## src/core/omsel_pkg.sv

```systemverilog
// omsel_pkg: constants and types for the operation mode selector
package omsel_pkg;
  // ==========================================================================
  // register map (byte addresses)
  localparam int unsigned ADDR_W = 8;
  localparam logic [7:0] OFS_OPMODE = 8'h00;
  localparam logic [7:0] OFS_STARTUP = 8'h04;
  localparam logic [7:0] OFS_NETSRC = 8'h08;
  localparam logic [7:0] OFS_USERGRP = 8'h0C;
  localparam logic [7:0] OFS_STATUS = 8'h10;
  localparam logic [7:0] OFS_FUNC_BASE = 8'h20;
  localparam logic [2:0] FUNC_PAGE = 3'h1;
  localparam int unsigned FUNC_IDX_LSB = 2;
  localparam int unsigned FUNC_IDX_W = 3;
  // ==========================================================================
  // operation mode select values
  localparam logic [2:0] OPM_FREE = 3'h0;
  localparam logic [2:0] OPM_PANEL = 3'h1;
  localparam logic [2:0] OPM_EXT = 3'h2;
  localparam logic [2:0] OPM_COMB_A = 3'h3;
  localparam logic [2:0] OPM_COMB_B = 3'h4;
  localparam logic [2:0] OPM_BAD = 3'h5;
  localparam logic [2:0] OPM_LIVE = 3'h6;
  localparam logic [2:0] OPM_ILOCK = 3'h7;
  localparam logic [2:0] OPM_RESET = 3'h0;
  // ==========================================================================
  // start-up mode select values
  localparam logic [3:0] SUM_FOLLOW = 4'h0;
  localparam logic [3:0] SUM_NET = 4'h1;
  localparam logic [3:0] SUM_TOGGLE = 4'hA;
  localparam logic [3:0] SUM_RESET = 4'h0;
  // ==========================================================================
  // input terminal function codes
  localparam logic [7:0] FN_PU_EXT = 8'h10;
  localparam logic [7:0] FN_PU_NET = 8'h41;
  localparam logic [7:0] FN_EXT_NET = 8'h42;
  localparam logic [7:0] FN_RESET = 8'h00;
  // ==========================================================================
  // status layout
  localparam int unsigned STAT_MODE_LSB = 0;
  localparam int unsigned STAT_STOP_BIT = 2;
  // ==========================================================================
  // types
  typedef enum logic [1:0] {
    OMSEL_PANEL = 2'b00,
    OMSEL_EXTERNAL = 2'b01,
    OMSEL_NETWORK = 2'b10,
    OMSEL_COMBINED = 2'b11
  } omsel_mode_t;

  typedef struct packed {
    logic pu_net;
    logic ext_net;
    logic pu_ext;
    logic pu_net_asg;
    logic ext_net_asg;
    logic pu_ext_asg;
  } omsel_sw_t;

  typedef struct packed {
    omsel_mode_t mode;
    logic output_stop;
  } omsel_stat_t;
endpackage : omsel_pkg

```

## src/core/omsel_sync.sv

```systemverilog
// omsel_sync: two-flop synchroniser, one chain per bit
module omsel_sync #(
  parameter int unsigned WIDTH = 8
) (
  // clock and reset
  input wire logic pclk,
  input wire logic presetn,
  // data
  input wire logic [WIDTH-1:0] async_in,
  output logic [WIDTH-1:0] sync_out
);
  logic [WIDTH-1:0] meta_q;

  for (genvar i = 0; i < WIDTH; i++) begin : g_bit
    always_ff @(posedge pclk or negedge presetn) begin
      if (!presetn) begin
        meta_q[i] <= 1'b0;
        sync_out[i] <= 1'b0;
      end else begin
        meta_q[i] <= async_in[i];
        sync_out[i] <= meta_q[i];
      end
    end
  end
endmodule : omsel_sync

```

## src/core/omsel_top.sv

```systemverilog
// omsel_top: operation mode selector with APB configuration registers
module omsel_top
  import omsel_pkg::*;
#(
  parameter int unsigned NUM_TERM = 7
) (
  // clock and reset
  input wire logic pclk,
  input wire logic presetn,
  // apb slave
  input wire logic psel,
  input wire logic penable,
  input wire logic pwrite,
  input wire logic [ADDR_W-1:0] paddr,
  input wire logic [31:0] pwdata,
  output logic [31:0] prdata,
  output logic pready,
  output logic pslverr,
  // terminals and drive state
  input wire logic [NUM_TERM-1:0] terminal_in,
  input wire logic pu_interlock_in,
  input wire logic motor_running,
  input wire logic start_cmd,
  input wire logic comm_option_fitted,
  input wire logic power_restore,
  // mode outputs
  output omsel_stat_t stat_out
);
  // ==========================================================================
  // input synchronisation
  logic [NUM_TERM:0] sync_s;
  logic [NUM_TERM-1:0] term_s;
  logic ilk_s;

  omsel_sync #(.WIDTH(NUM_TERM + 1)) u_sync (
    .pclk(pclk),
    .presetn(presetn),
    .async_in({pu_interlock_in, terminal_in}),
    .sync_out(sync_s)
  );
  assign term_s = sync_s[NUM_TERM-1:0];
  assign ilk_s = sync_s[NUM_TERM];

  // ==========================================================================
  // registers
  logic [2:0] opm_q;
  logic [3:0] sum_q;
  logic netsrc_q;
  logic usergrp_q;
  logic [7:0] func_q [NUM_TERM];
  omsel_mode_t mode_q;
  omsel_mode_t mode_d;
  logic init_q;
  logic stop_q;

  logic stopped;
  logic wr_en;
  logic [FUNC_IDX_W-1:0] fidx;
  logic func_hit;
  logic opm_ok;
  logic sum_ok;
  logic cfg_ok;
  logic [31:0] rdata_d;
  logic err_d;

  assign stopped = !motor_running || !start_cmd;
  assign wr_en = psel && penable && pready && pwrite && !pslverr;
  assign fidx = paddr[FUNC_IDX_LSB +: FUNC_IDX_W];
  assign func_hit = (paddr[7:5] == FUNC_PAGE) && (32'(fidx) < NUM_TERM) && (paddr[1:0] == 2'h0);
  assign opm_ok = pwdata[2:0] != OPM_BAD && pwdata[31:3] == '0;
  assign sum_ok = pwdata[31:4] == '0 &&
    (pwdata[3:0] == SUM_FOLLOW || pwdata[3:0] == SUM_NET || pwdata[3:0] == SUM_TOGGLE);
  assign cfg_ok = stopped;

  // ==========================================================================
  // terminal function mapping
  logic [NUM_TERM-1:0] hit65, hit66, hit16;
  omsel_sw_t sw;

  for (genvar i = 0; i < NUM_TERM; i++) begin : g_term
    assign hit65[i] = func_q[i] == FN_PU_NET;
    assign hit66[i] = func_q[i] == FN_EXT_NET;
    assign hit16[i] = func_q[i] == FN_PU_EXT;
  end

  assign sw.pu_net = |(hit65 & term_s);
  assign sw.ext_net = |(hit66 & term_s);
  assign sw.pu_ext = |(hit16 & term_s);
  assign sw.pu_net_asg = |hit65;
  assign sw.ext_net_asg = |hit66;
  assign sw.pu_ext_asg = |hit16;

  // ==========================================================================
  // apb decode and response
  always_comb begin
    rdata_d = 32'h0000_0000;
    err_d = 1'b0;
    if (func_hit) begin
      rdata_d[7:0] = func_q[fidx];
    end else begin
      case (paddr)
        OFS_OPMODE: begin
          rdata_d[2:0] = opm_q;
          err_d = pwrite && !(opm_ok && cfg_ok);
        end
        OFS_STARTUP: begin
          rdata_d[3:0] = sum_q;
          err_d = pwrite && !(sum_ok && cfg_ok && (!usergrp_q || comm_option_fitted));
        end
        OFS_NETSRC: begin
          rdata_d[0] = netsrc_q;
        end
        OFS_USERGRP: begin
          rdata_d[0] = usergrp_q;
        end
        OFS_STATUS: begin
          rdata_d[STAT_MODE_LSB +: 2] = mode_q;
          rdata_d[STAT_STOP_BIT] = stop_q;
          err_d = pwrite;
        end
        default: begin
          err_d = 1'b1;
        end
      endcase
    end
  end

  always_ff @(posedge pclk or negedge presetn) begin
    if (!presetn) begin
      pready <= 1'b0;
      pslverr <= 1'b0;
      prdata <= 32'h0000_0000;
    end else begin
      pready <= psel && !penable;
      pslverr <= psel && !penable && err_d;
      prdata <= (psel && !penable && !pwrite) ? rdata_d : 32'h0000_0000;
    end
  end

  // ==========================================================================
  // configuration writes
  always_ff @(posedge pclk or negedge presetn) begin
    if (!presetn) begin
      opm_q <= OPM_RESET;
      sum_q <= SUM_RESET;
      netsrc_q <= 1'b0;
      usergrp_q <= 1'b0;
    end else if (wr_en) begin
      case (paddr)
        OFS_OPMODE: opm_q <= pwdata[2:0];
        OFS_STARTUP: sum_q <= pwdata[3:0];
        OFS_NETSRC: netsrc_q <= pwdata[0];
        OFS_USERGRP: usergrp_q <= pwdata[0];
        default: ;
      endcase
    end
  end

  for (genvar i = 0; i < NUM_TERM; i++) begin : g_func
    always_ff @(posedge pclk or negedge presetn) begin
      if (!presetn) begin
        func_q[i] <= FN_RESET;
      end else if (wr_en && func_hit && 32'(fidx) == i) begin
        func_q[i] <= pwdata[7:0];
      end
    end
  end

  // ==========================================================================
  // mode resolution
  logic net_to_panel_65;
  logic net_to_panel_66;
  logic toggle_cfg;
  logic start_now;

  assign net_to_panel_65 = !sw.pu_ext || (!netsrc_q && !comm_option_fitted);
  assign net_to_panel_66 = netsrc_q && !comm_option_fitted;
  assign toggle_cfg = sum_q == SUM_TOGGLE;
  assign start_now = init_q || power_restore;

  always_comb begin
    mode_d = mode_q;
    if (start_now) begin
      case (opm_q)
        OPM_PANEL: mode_d = OMSEL_PANEL;
        OPM_COMB_A, OPM_COMB_B: mode_d = OMSEL_COMBINED;
        OPM_ILOCK: mode_d = (sum_q == SUM_NET && ilk_s) ? OMSEL_NETWORK : OMSEL_EXTERNAL;
        default: mode_d = (sum_q == SUM_FOLLOW) ? OMSEL_EXTERNAL : OMSEL_NETWORK;
      endcase
    end else begin
      case (opm_q)
        OPM_PANEL: mode_d = OMSEL_PANEL;
        OPM_COMB_A, OPM_COMB_B: mode_d = OMSEL_COMBINED;
        OPM_FREE, OPM_EXT, OPM_LIVE, OPM_ILOCK: begin
          if (opm_q == OPM_ILOCK && !ilk_s) begin
            mode_d = OMSEL_EXTERNAL;
          end else if (toggle_cfg && opm_q == OPM_EXT) begin
            mode_d = OMSEL_NETWORK;
          end else if (toggle_cfg && opm_q == OPM_ILOCK) begin
            mode_d = sw.pu_ext ? OMSEL_EXTERNAL : OMSEL_PANEL;
          end else if (toggle_cfg && sw.pu_net_asg) begin
            if (sw.pu_net) begin
              mode_d = sw.ext_net ? OMSEL_NETWORK : OMSEL_PANEL;
            end else begin
              mode_d = net_to_panel_65 ? OMSEL_PANEL : OMSEL_NETWORK;
            end
          end else if (!toggle_cfg && sw.ext_net_asg) begin
            if (sw.ext_net) begin
              mode_d = net_to_panel_66 ? OMSEL_PANEL : OMSEL_NETWORK;
            end else if (opm_q == OPM_EXT) begin
              mode_d = OMSEL_EXTERNAL;
            end else if (sw.pu_net_asg) begin
              mode_d = sw.pu_net ? OMSEL_PANEL : OMSEL_NETWORK;
            end else begin
              mode_d = sw.pu_ext ? OMSEL_EXTERNAL : OMSEL_PANEL;
            end
          end else if (opm_q == OPM_EXT) begin
            mode_d = (mode_q == OMSEL_NETWORK) ? OMSEL_NETWORK : OMSEL_EXTERNAL;
          end else if (sw.pu_ext_asg && !toggle_cfg) begin
            mode_d = sw.pu_ext ? OMSEL_EXTERNAL : OMSEL_PANEL;
          end else if (toggle_cfg && mode_q == OMSEL_EXTERNAL) begin
            mode_d = OMSEL_NETWORK;
          end
        end
        default: mode_d = mode_q;
      endcase
    end
  end

  // ==========================================================================
  // mode register and output stop
  always_ff @(posedge pclk or negedge presetn) begin
    if (!presetn) begin
      init_q <= 1'b1;
    end else begin
      init_q <= 1'b0;
    end
  end

  always_ff @(posedge pclk or negedge presetn) begin
    if (!presetn) begin
      mode_q <= OMSEL_EXTERNAL;
    end else if (start_now || stopped || opm_q == OPM_LIVE) begin
      mode_q <= mode_d;
    end
  end

  always_ff @(posedge pclk or negedge presetn) begin
    if (!presetn) begin
      stop_q <= 1'b0;
    end else begin
      stop_q <= opm_q == OPM_ILOCK && ilk_s && mode_q == OMSEL_EXTERNAL;
    end
  end

  assign stat_out.mode = mode_q;
  assign stat_out.output_stop = stop_q;

  // ==========================================================================
  // assertions
  a_fixed_panel: assert property (@(posedge pclk) disable iff (!presetn)
    opm_q == OPM_PANEL && stopped |=> mode_q == OMSEL_PANEL)
    else $error("panel mode not held");
  a_fixed_comb: assert property (@(posedge pclk) disable iff (!presetn)
    (opm_q == OPM_COMB_A || opm_q == OPM_COMB_B) && stopped |=> mode_q == OMSEL_COMBINED)
    else $error("combined mode not held");
  a_ilock_force: assert property (@(posedge pclk) disable iff (!presetn)
    opm_q == OPM_ILOCK && !ilk_s && stopped && !start_now |=> mode_q == OMSEL_EXTERNAL)
    else $error("external not forced");
  a_output_stop: assert property (@(posedge pclk) disable iff (!presetn)
    stop_q == $past(opm_q == OPM_ILOCK && ilk_s && mode_q == OMSEL_EXTERNAL))
    else $error("output stop wrong");
  a_run_hold: assert property (@(posedge pclk) disable iff (!presetn)
    !stopped && opm_q != OPM_LIVE && !start_now |=> $stable(mode_q))
    else $error("mode changed while running");
  a_net_fixed: assert property (@(posedge pclk) disable iff (!presetn)
    opm_q == OPM_EXT && toggle_cfg && !start_now && stopped |=> mode_q == OMSEL_NETWORK)
    else $error("network not fixed");
  a_no_ext_toggle: assert property (@(posedge pclk) disable iff (!presetn)
    (opm_q == OPM_FREE || opm_q == OPM_LIVE) && toggle_cfg && !start_now && stopped
    |=> mode_q != OMSEL_EXTERNAL)
    else $error("external reached in toggle setup");
  a_bad_opmode: assert property (@(posedge pclk) disable iff (!presetn)
    psel && !penable && pwrite && paddr == OFS_OPMODE && pwdata[2:0] == OPM_BAD
    ##1 psel && penable |=> opm_q == $past(opm_q, 2))
    else $error("illegal select stored");
  a_sum_lock: assert property (@(posedge pclk) disable iff (!presetn)
    psel && !penable && pwrite && paddr == OFS_STARTUP && usergrp_q && !comm_option_fitted
    |=> pslverr ##1 $stable(sum_q))
    else $error("start-up write not refused");
  a_live_switch: assert property (@(posedge pclk) disable iff (!presetn)
    opm_q == OPM_LIVE && !stopped |=> mode_q == $past(mode_d))
    else $error("switch-over mode did not follow");
  c_network: cover property (@(posedge pclk) disable iff (!presetn)
    mode_q == OMSEL_NETWORK);
  c_panel_65: cover property (@(posedge pclk) disable iff (!presetn)
    toggle_cfg && sw.pu_net ##1 mode_q == OMSEL_PANEL);
  c_stop: cover property (@(posedge pclk) disable iff (!presetn) stop_q);
endmodule : omsel_top

```

## config.mk

```make
export PLATFORM = sky130hd
export DESIGN_NAME = omsel_top
export DESIGN_NICKNAME = d
export VERILOG_FILES = /design/src/core/omsel_pkg.sv /design/src/core/omsel_sync.sv /design/src/core/omsel_top.sv
export SDC_FILE = /design/constraint.sdc
export NUM_CORES = 1
export LEC_CHECK = 0
export BUFFER_PORTS_ARGS = -buffer_cell sky130_fd_sc_hd__buf_4
export CELL_PAD_IN_SITES_DETAIL_PLACEMENT = 0
export CELL_PAD_IN_SITES_GLOBAL_PLACEMENT = 1
export CORE_MARGIN = 4
export CORE_UTILIZATION = 40
export CTS_CLUSTER_DIAMETER = 100
export DETAILED_ROUTE_END_ITERATION = 10
export HOLD_SLACK_MARGIN = 0.03
export PLACE_DENSITY_LB_ADDON = 0.1
export SKIP_LAST_GASP = 1
export SLEW_MARGIN = 5
export SYNTH_ARGS = -nofsm -noshare
export SYNTH_HDL_FRONTEND = slang
export SYNTH_SLANG_ARGS = --single-unit
export TNS_END_PERCENT = 5
```

## constraint.sdc

```tcl
create_clock -name pclk -period 2.1 [get_ports pclk]
set_input_delay 0.21 -clock pclk [delete_from_list [all_inputs] [get_ports pclk]]
set_output_delay 0.21 -clock pclk [all_outputs]
set_load 0.01 [all_outputs]
```

==> results of run 1 <==
-- flip-flops by register name, indices dropped and copies added, names as in the netlist --
signal,count
pslverr,1
prdata,8
mode_q,2
pready,1
sum_q,4
netsrc_q,1
u_sync.meta_q,8
u_sync.sync_out,8
stop_q,1
opm_q,3
init_q,1
func_q,56
usergrp_q,1
-- layout by cell type, fill, tap and decap left out, types with 3 or more instances in the layout --
cell,count
nor2b_1,16
mux2i_1,19
nand3_1,16
a221oi_1,3
nand4b_1,5
nor4b_2,5
mux4_2,9
inv_1,6
nand4_1,12
nand2b_1,6
nor4_2,4
a21oi_1,11
clkinv_2,3
nand2_1,36
conb_1,25
buf_12,4
a31oi_1,5
dfrtp_1,93
buf_4,179
o21ai_0,23
nor4b_1,4
nor2_1,34
mux2_2,67
nor3_1,9
dlygate4sd3_1,9
clkbuf_16,9
nor4_1,9
-- worst register-to-register path, delay by kind of cell, from the launching register on --
kind,cells,cell delay (ns)
flops,1,0.35
simple gates,4,1.34
mux,1,0.38
-- metrics by stage --
step	hold WS, ns	area (µm²)	total power (W)	setup WS (ns)	TNS (ns)
6_report	0.0484	7270	0.00397	-0.123	-1.34
5_1_grt	0.0490	7270	0.00413	-0.233	-2.40
4_1_cts	0.0362	7150	0.00402	-0.101	-0.932
3_5_place_dp	0.104	6670	0.00223	-0.461	-15.88
3_3_place_gp	0.100	6670	0.00223	-0.439	-15.83
2_1_floorplan	-0.0856	5320	0.00206	-0.250	-6.47
-- how the worst min path moves through the flow --
stage	slack, ns	start	depth (start not counted)	end
4_1_cts	0.04	penable	2	pready
3_3_place_gp	0.1	presetn	1	prdata[4]
2_1_floorplan	-0.09	presetn	0	func_q[0]
3_5_place_dp	0.10	presetn	1	pready
5_1_grt	0.05	penable	2	pready
6_report	0.05	penable	2	pready
-- cell families after synthesis --
logic type	Yosys count	synth area share (%)
AND/OR/NAND/NOR	181	19.2
multiplexers	95	22.0
flip-flops	95	45.5
AO/OA/AOI/OAI	63	7.52
buffers and inverters	51	5.70
other	1	0.0718
-- cell type report --
type	count	area (µm²)
Fill cell	1116	5450
Clock buffer	10	229
Tap cell	172	215
Multi-Input combinational cell	364	2810
Clock inverter	6	83.8
Timing Repair Buffer	193	1530
Inverter	7	26.3
Sequential cell	95	2380
-- power by group --
part           leakage (nW)  switching (W)  total [W]  internal, W
Clock                 0.157       0.000713    0.00175      0.00104
Sequential             1.27      0.0000147    0.00187      0.00186
Combinational          2.07       0.000186   0.000342     0.000156
Total                  3.50       0.000914    0.00397      0.00305
-- metal layers --
layer / share of wire (%) / vias to the layer above / GRT usage (%)
met4: 2.3 / 0 / 7.70
met2: 47 / 119 / 35.2
met5: 0 / - / 0
met1: 45 / 2183 / 29.1
li1: - / 2122 / -
met3: 5.2 / 21 / 3.04
-- what timing repair did --
action	in CTS	in global routing
setup endpoints to repair	17	33
hold buffers	9	0
resized for setup	17	17
pin swaps	9	7
setup buffers	1	2
hold endpoints to repair	25	0
==> results.md, run 1 <==
- Vias per cell: 5.25
- Top-count cell post-synth: dfrtp_1
- #FFs+latches synth: 95
- Mapped Area: 0.00523 mm²
- PwrDens: 546 mW/mm²
- Asr flop ratio synth: 100%
- Worst Path Arrival: 2.46 ns
- Starting Density: 41.1%
- CTS tree: yes
- Top FF cell, synth: dfrtp_1
- CP required: 2.34 ns
- Max Transition Viols Final: 0
- Clk slew on worst S/H paths: 0.07 ns
- GRT Overall Usage: 21.5%
- Mapped Avg Cell Area: 10.8 µm²
- Fin util: 57.2%
- Starting DRT DRC Count: 224
- Crit-path leading delay family: simple AND/OR/NAND/NOR gates
- RSZ-0062 raised after global routing: true
- Post-route DRC: 0
- Fin nets: 727
- Placer congestion estimate: 0.809
- Setup crit end kind: flop
- Total clock buffers created by CTS: 9
- Top-area cell type share of the netlist area: 44.5%
- Clock latency on the worst-skew pair: 0.35 ns
- Layout area overhead: 39.1%
- Sequential fraction of the synthesis area: 45.5%
- Synth top cells by count: dfrtp_1 (93), mux2_2 (67), nand2_1 (37), nor2_1 (34), buf_4 (26)
- CTS Buffer Depth: 2
- Die Y: 122 µm
- Startpoint types: primary input
- Final Worst Setup Slack: -0.123 ns
- H-tree levels: 3
- Finished Layout Cells: 847
- Final worst-path cycle share: 106%
- R2r startpoint: pready
- Die width: 122 µm
- Failing checks: negative setup slack
- CP bufs+invs: 1
- Final WL: 15400 µm
- First-pass GRT wire length: 24300 µm
- Maximum clock rate: 450 MHz
- DRT Pass-1 Iters: 5
- Diode count: 0
- P_leak: 3.50 nW
- Initial antenna violation count: 0
- R2R depth: 5
- CP Cell Sequence: buf_4 -> or4_4 -> a31oi_1 -> nand2_2 -> or3_1 -> and2b_1 -> mux2_2
- Root Driver: clkbuf_16
- Post-DRT Antenna Nets: 0
- DR vias: 4445
- Clock Sinks: 95
- Crit path depth: 7
- Critical path fanouts, max: 8
- Post-Syn Instances: 486
- Routed len/inst: 18.2 µm
- Post-synth EDFFs: 0
- RR Endpoint: func_q[38]
- CP max stage delay: 0.53 ns
- Placed cells: 819
- Worst reg2reg setup slack: -0.09 ns
- Die area: 0.0150 mm²
- Core Area: 0.0127 mm²
- Row count: 41
- Io pins: 94
- Synth warnings: 0
- Largest net degree at the start of global routing: 54
- Unique masters post-synth: 57
- IO buf count: 69
- Final Hold Viols: 0
- Share of cells above drive strength 1: 46.2%
- CP Capture Point: func_q[38]
- Hold Crit Class: primary input to flop
- Setup Viol. Count Final: 17
- Worst setup startpoint: paddr[6]
- Vias in the first global route: 4544
- Worst vdd ir: 0.358 mV
- CP Class: primary input to flop
- GRT overflow: 0
- Synth top area cells: dfrtp_1 (45%), mux2_2 (14%), mux4_2 (3.9%)
- Min cycle time layout: 2.22 ns
- Synth area leader: dfrtp_1
- Status: finished, violations left
- Slowest stage cell, crit path: or4_4
- Maxcap violations: 0
- Hpwl dp: 11700 µm
- Final Skew: 0.00637 ns
(Power assumes the default switching activity.)
==> inputs of run 2 (changes only) <==
--- a/config.mk
+++ b/config.mk
@@ -14,7 +14,6 @@
 export DETAILED_ROUTE_END_ITERATION = 10
 export HOLD_SLACK_MARGIN = 0.03
 export PLACE_DENSITY_LB_ADDON = 0.1
-export SKIP_LAST_GASP = 1
 export SLEW_MARGIN = 5
 export SYNTH_ARGS = -nofsm -noshare
 export SYNTH_HDL_FRONTEND = slang
==> run 2 against run 1 <==
The run still ends with negative setup slack left; sequential power is essentially flat; maximum frequency grew 2.3%; clock-buffer cell count is the same; combinational power is essentially flat; cell area grew 0.22%; die area is the same; register-to-register slack gained 0.02 ns; clock power is essentially flat; global-route usage is essentially flat; clock skew grew 0.0011 ns; critical endpoint is now mode_q[1]; highest routed layer unchanged.
==> results.md, run 2 (same netlist as run 1, synthesis figures left out) <==
- Status: finished, violations left
- Failing checks: negative setup slack
- Largest register FFs: 56
- CP Cell Sequence: nor4_2 -> buf_4 -> buf_4 -> nand4b_1 -> o2bb2ai_1 -> or3_4 -> o31ai_2 -> a32o_2 -> o2111ai_2 -> a21oi_1
- Routed len/inst: 18.2 µm
- Fin util: 57.3%
- H-tree levels: 3
- CTS Buffer Depth: 2
- DR vias: 4453
- Layout area overhead: 39.5%
- Setup crit end kind: flop
- Hpwl dp: 11700 µm
- PwrDens: 545 mW/mm²
- Final Hold Viols: 0
- GRT Overall Usage: 21.5%
- Die Y: 122 µm
- Final WL: 15400 µm
- Worst Path Arrival: 2.45 ns
- Worst vdd ir: 0.358 mV
- Row count: 41
- Slowest stage cell, crit path: or3_4
- Vias per cell: 5.26
- Hold Crit Class: primary input to flop
- First-pass GRT wire length: 24400 µm
- Reg with most FFs: func_q
- Worst Hold Launch: penable
- IO buf count: 69
- CP required: 2.38 ns
- Most frequent cells in the layout: buf_4 (179), dfrtp_1 (93), mux2_2 (67)
- Placer congestion estimate: 0.809
- Finished Layout Cells: 847
- Root Driver: clkbuf_16
- Clk slew on worst S/H paths: 0.07 ns
- CP Class: flop to flop
- Total clock buffers created by CTS: 9
- RR Endpoint: mode_q[1]
- Share of cells above drive strength 1: 46.7%
- Min cycle time layout: 2.17 ns
- Maximum clock rate: 460 MHz
- CP max stage delay: 0.40 ns
- Post-route DRC: 0
- CTS tree: yes
- CP Capture Point: mode_q[1]
- Clock latency on the worst-skew pair: 0.35 ns
- R2R depth: 10
- Clock Sinks: 95
- Placed cells: 819
- Setup tns final: -0.132 ns
- Io pins: 94
- Starting DRT DRC Count: 233
- Commonest non-fill, non-tap cell in the layout: buf_4
- Final worst-path cycle share: 104%
- DRT Pass-1 Iters: 4
- Core Area: 0.0127 mm²
- Vias in the first global route: 4544
- GRT overflow: 0
- Diode count: 0
- Fill cell count: 1114
- P_leak: 3.50 nW
- Die width: 122 µm
- Worst setup startpoint: func_q[5]
- RSZ-0062 raised after global routing: true
- Critical path fanouts, max: 3
- Final hold slack: 0.0481 ns
- Die area: 0.0150 mm²
- Worst reg2reg setup slack: -0.07 ns
- Max Transition Viols Final: 0
- Largest net degree at the start of global routing: 54
- Placed inst area: 0.00667 mm²
- R2r startpoint: func_q[5]
- Post-DRT Antenna Nets: 0
- Maxcap violations: 0
- Design Area, Final: 0.00729 mm²
- Final Worst Setup Slack: -0.0738 ns
- Initial antenna violation count: 0
- Starting Density: 41.1%
- Startpoint types: flop
- Most frequent CP cell: buf_4
- Fin nets: 727
- Setup Viol. Count Final: 2
- Final Skew: 0.00751 ns
## run 2: area by class of cell
cell class	instances	area [µm²]	share of cell area (%)
Tap cell	172	215	2.95
Timing Repair Buffer	193	1530	20.9
Sequential cell	95	2380	32.7
Clock inverter	6	83.8	1.15
Multi-Input combinational cell	364	2830	38.8
Clock buffer	10	229	3.14
Inverter	7	26.3	0.361
## run 2: worst min path at each step
stage           endpoint  cells past startpoint
2_1_floorplan  func_q[0]                      0
3_3_place_gp   prdata[4]                      1
3_5_place_dp      pready                      1
4_1_cts           pready                      2
5_1_grt           pready                      2
6_report          pready                      2
## run 2: per-layer routing
metal / global-route usage [%] / vias up / routed length [µm]
met2: 35.2 / 115 / 7440
met4: 7.70 / 0 / 304
met5: 0 / - / 0
met3: 3.04 / 19 / 815
met1: 29.1 / 2193 / 6860
li1: - / 2126 / -
## run 2: repair_timing
item | CTS | global route
setup endpoints to repair | 17 | 2
gates resized for setup | 19 | 19
endpoints found under the hold margin | 25 | 0
hold buffers | 9 | 0
setup buffers | 1 | 2
pin swaps | 9 | 9
## run 2: worst max-delay path, delay by kind of cell, from the launching register on
kind / cells / cell delay (ns)
simple gates: 3 / 0.64
flops: 1 / 0.39
compound gates: 5 / 0.80
buf+inv: 2 / 0.28
## run 2: power breakdown
part | switching, W | total [W] | internal, W
Combinational | 0.000186 | 0.000342 | 0.000156
Clock | 0.000713 | 0.00175 | 0.00104
Sequential | 0.0000147 | 0.00187 | 0.00186
Total | 0.000914 | 0.00397 | 0.00305
## run 2: metrics by stage
step | power (W) | worst slack, ns
after floorplan | 0.00206 | -0.250
after global placement | 0.00223 | -0.439
after detailed placement | 0.00223 | -0.461
after CTS | 0.00402 | -0.101
after global routing | 0.00413 | -0.233
final | 0.00397 | -0.0738
==> inputs of run 3 (changes only) <==
==> constraint.sdc (replaced) <==
create_clock -name pclk -period 2.1 [get_ports pclk]
set_input_delay 0.42 -clock pclk [delete_from_list [all_inputs] [get_ports pclk]]
set_output_delay 0.42 -clock pclk [all_outputs]
set_load 0.01 [all_outputs]
==> run 3 against run 2 <==
Total power decreased by 2.1%; utilization increased by 0.25 points; critical path type unchanged; sequential cell count unchanged; cell count increased by 0.12%; non-clock buffer count increased by 2; the run still ends with negative setup slack left; cell area increased by 0.43%.
==> results.md, run 3 (same netlist as run 1, synthesis figures left out) <==
- Fill cell count: 1154
- Clock Sinks: 95
- First-pass GRT wire length: 25300 µm
- Layout area overhead: 40.1%
- Core Area: 0.0127 mm²
- Share of cells above drive strength 1: 48.5%
- Final WL: 15900 µm
- RSZ-0062 raised after global routing: true
- Maximum clock rate: 451 MHz
- Commonest non-fill, non-tap cell in the layout: buf_4
- P_leak: 3.51 nW
- Vias in the first global route: 4702
- Worst slew pin tran: 0.633 ns
- H-tree levels: 3
- Largest net degree at the start of global routing: 58
- Root Driver: clkbuf_16
- Most frequent cells in the layout: buf_4 (186), dfrtp_1 (93), mux2_2 (57)
- Final Hold Viols: 0
- Initial antenna violation count: 0
- Failing checks: negative setup slack
- Largest register FFs: 56
- Max Transition Viols Final: 0
- Total clock buffers created by CTS: 9
- Status: finished, violations left
- Starting Density: 41.1%
- Reg with most FFs: func_q
- GRT Overall Usage: 22.4%
- Top Usage Layer GRT: met2
- Critical path fanouts, max: 5
- Met2 GRT Util: 38.0%
- IO buf count: 69
- Fin nets: 729
- Final Worst Setup Slack: -0.117 ns
- Placed inst area: 0.00671 mm²
- Starting DRT DRC Count: 247
- Pwr Total: 0.00389 W
- DR vias: 4503
- DRT Pass-1 Iters: 4
- GRT overflow: 0
- Design Area, Final: 0.00732 mm²
- CP required: 2.38 ns
- Die Y: 122 µm
- Hold Crit Class: primary input to flop
- Clk slew on worst S/H paths: 0.06 ns
- M3 GR Usage: 2.76%
- Die width: 122 µm
- Worst vdd ir: 0.320 mV
- Placer congestion estimate: 0.823
- CTS tree: yes
- Post-route DRC: 0
- Row count: 41
- CTS Buffer Depth: 2
- Worst Path Arrival: 2.49 ns
- Maxcap violations: 0
- Final worst-path cycle share: 106%
- Io pins: 94
- Vias per cell: 5.31
- Min cycle time layout: 2.22 ns
- Worst rel slew slack: 57.4%
- Routed len/inst: 18.8 µm
- M1 GR Usage: 30.0%
- PwrDens: 531 mW/mm²
- Hold-critical path depth: 1
- R2R depth: 9
- Die area: 0.0150 mm²
- Setup crit end kind: flop
- Hpwl dp: 12300 µm
- Clock latency on the worst-skew pair: 0.35 ns
- Setup Viol. Count Final: 19
- Post-DRT Antenna Nets: 0
- CP Class: flop to flop
- Startpoint types: flop
- Diode count: 0
- Final Skew: 0.00530 ns
- Worst reg2reg setup slack: -0.12 ns
==> run 3: cell count changes in the layout (fill, tap and decap cells not counted), sizes merged <==
cell	before	now
buf	184	194
bufinv	2	1
clkbuf	10	12
clkinv	3	1
clkinvlp	0	1
dlygate4sd3	9	1
inv	8	7
==> run 3: power breakdown <==
group	switching, W	internal (W)	leakage (nW)	total [W]
combinational	0.000191	0.000156	2.09	0.000348
clock	0.000687	0.000980	0.145	0.00167
sequential	0.0000152	0.00186	1.27	0.00187
total	0.000893	0.00299	3.51	0.00389
==> run 3: critical path: stages, from the launching register on <==
cell	delay [ns]
dfrtp_1	0.36
nor4_2	0.06
buf_4	0.13
buf_4	0.14
nand3_1	0.07
nand4_1	0.30
nor4_4	0.32
o221ai_2	0.18
a21boi_2	0.23
mux2_2	0.35
==> run 3: per-stage QoR <==
step                std cells  util (%)  setup WS, ns  setup TNS (ns)  hold slack, ns
CTS                       846      56.4       -0.0993          -0.355           0.162
floorplan                 510         -        -0.460          -14.74           0.124
global route              848      57.5        -0.214           -1.78           0.165
finish                    848      57.5        -0.117          -0.900           0.176
detailed placement        830      52.8        -0.692          -29.52           0.262
global placement          830      52.8        -0.649          -29.11           0.262
==> run 3: final timing paths <==
check	from	endpoint
min in group asynchronous	presetn	prdata[3]
hold / removal	terminal_in[3]	u_sync.meta_q[3]
max in group asynchronous	presetn	init_q
setup reg to reg	func_q[34]	mode_q[0]
hold reg to reg	u_sync.meta_q[6]	u_sync.sync_out[6]
setup / recovery	func_q[34]	mode_q[0]
==> run 3: final cells by class <==
cell class	instances	area (µm²)	area share (%)
Multi-Input combinational cell	364	2890	39.5
Sequential cell	95	2380	32.5
Timing Repair Buffer	195	1510	20.6
Clock buffer	12	256	3.50
Tap cell	172	215	2.94
Clock inverter	3	42.5	0.581
Inverter	7	26.3	0.359
==> run 3: layer usage <==
layer / routed length (µm) / vias to the layer above
met2: 7850 / 93
met4: 255 / 0
li1: - / 2122
met3: 648 / 17
met1: 7190 / 2271
met5: 0 / -
==> run 3: repair_timing <==
| item | CTS | global route |
|---|---|---|
| gates resized for setup | 33 | 26 |
| pin swaps | 13 | 9 |
| hold endpoints to repair | 8 | 0 |
| setup buffers | 0 | 2 |
| hold buffers | 1 | 0 |
| setup endpoints to repair | 35 | 41 |
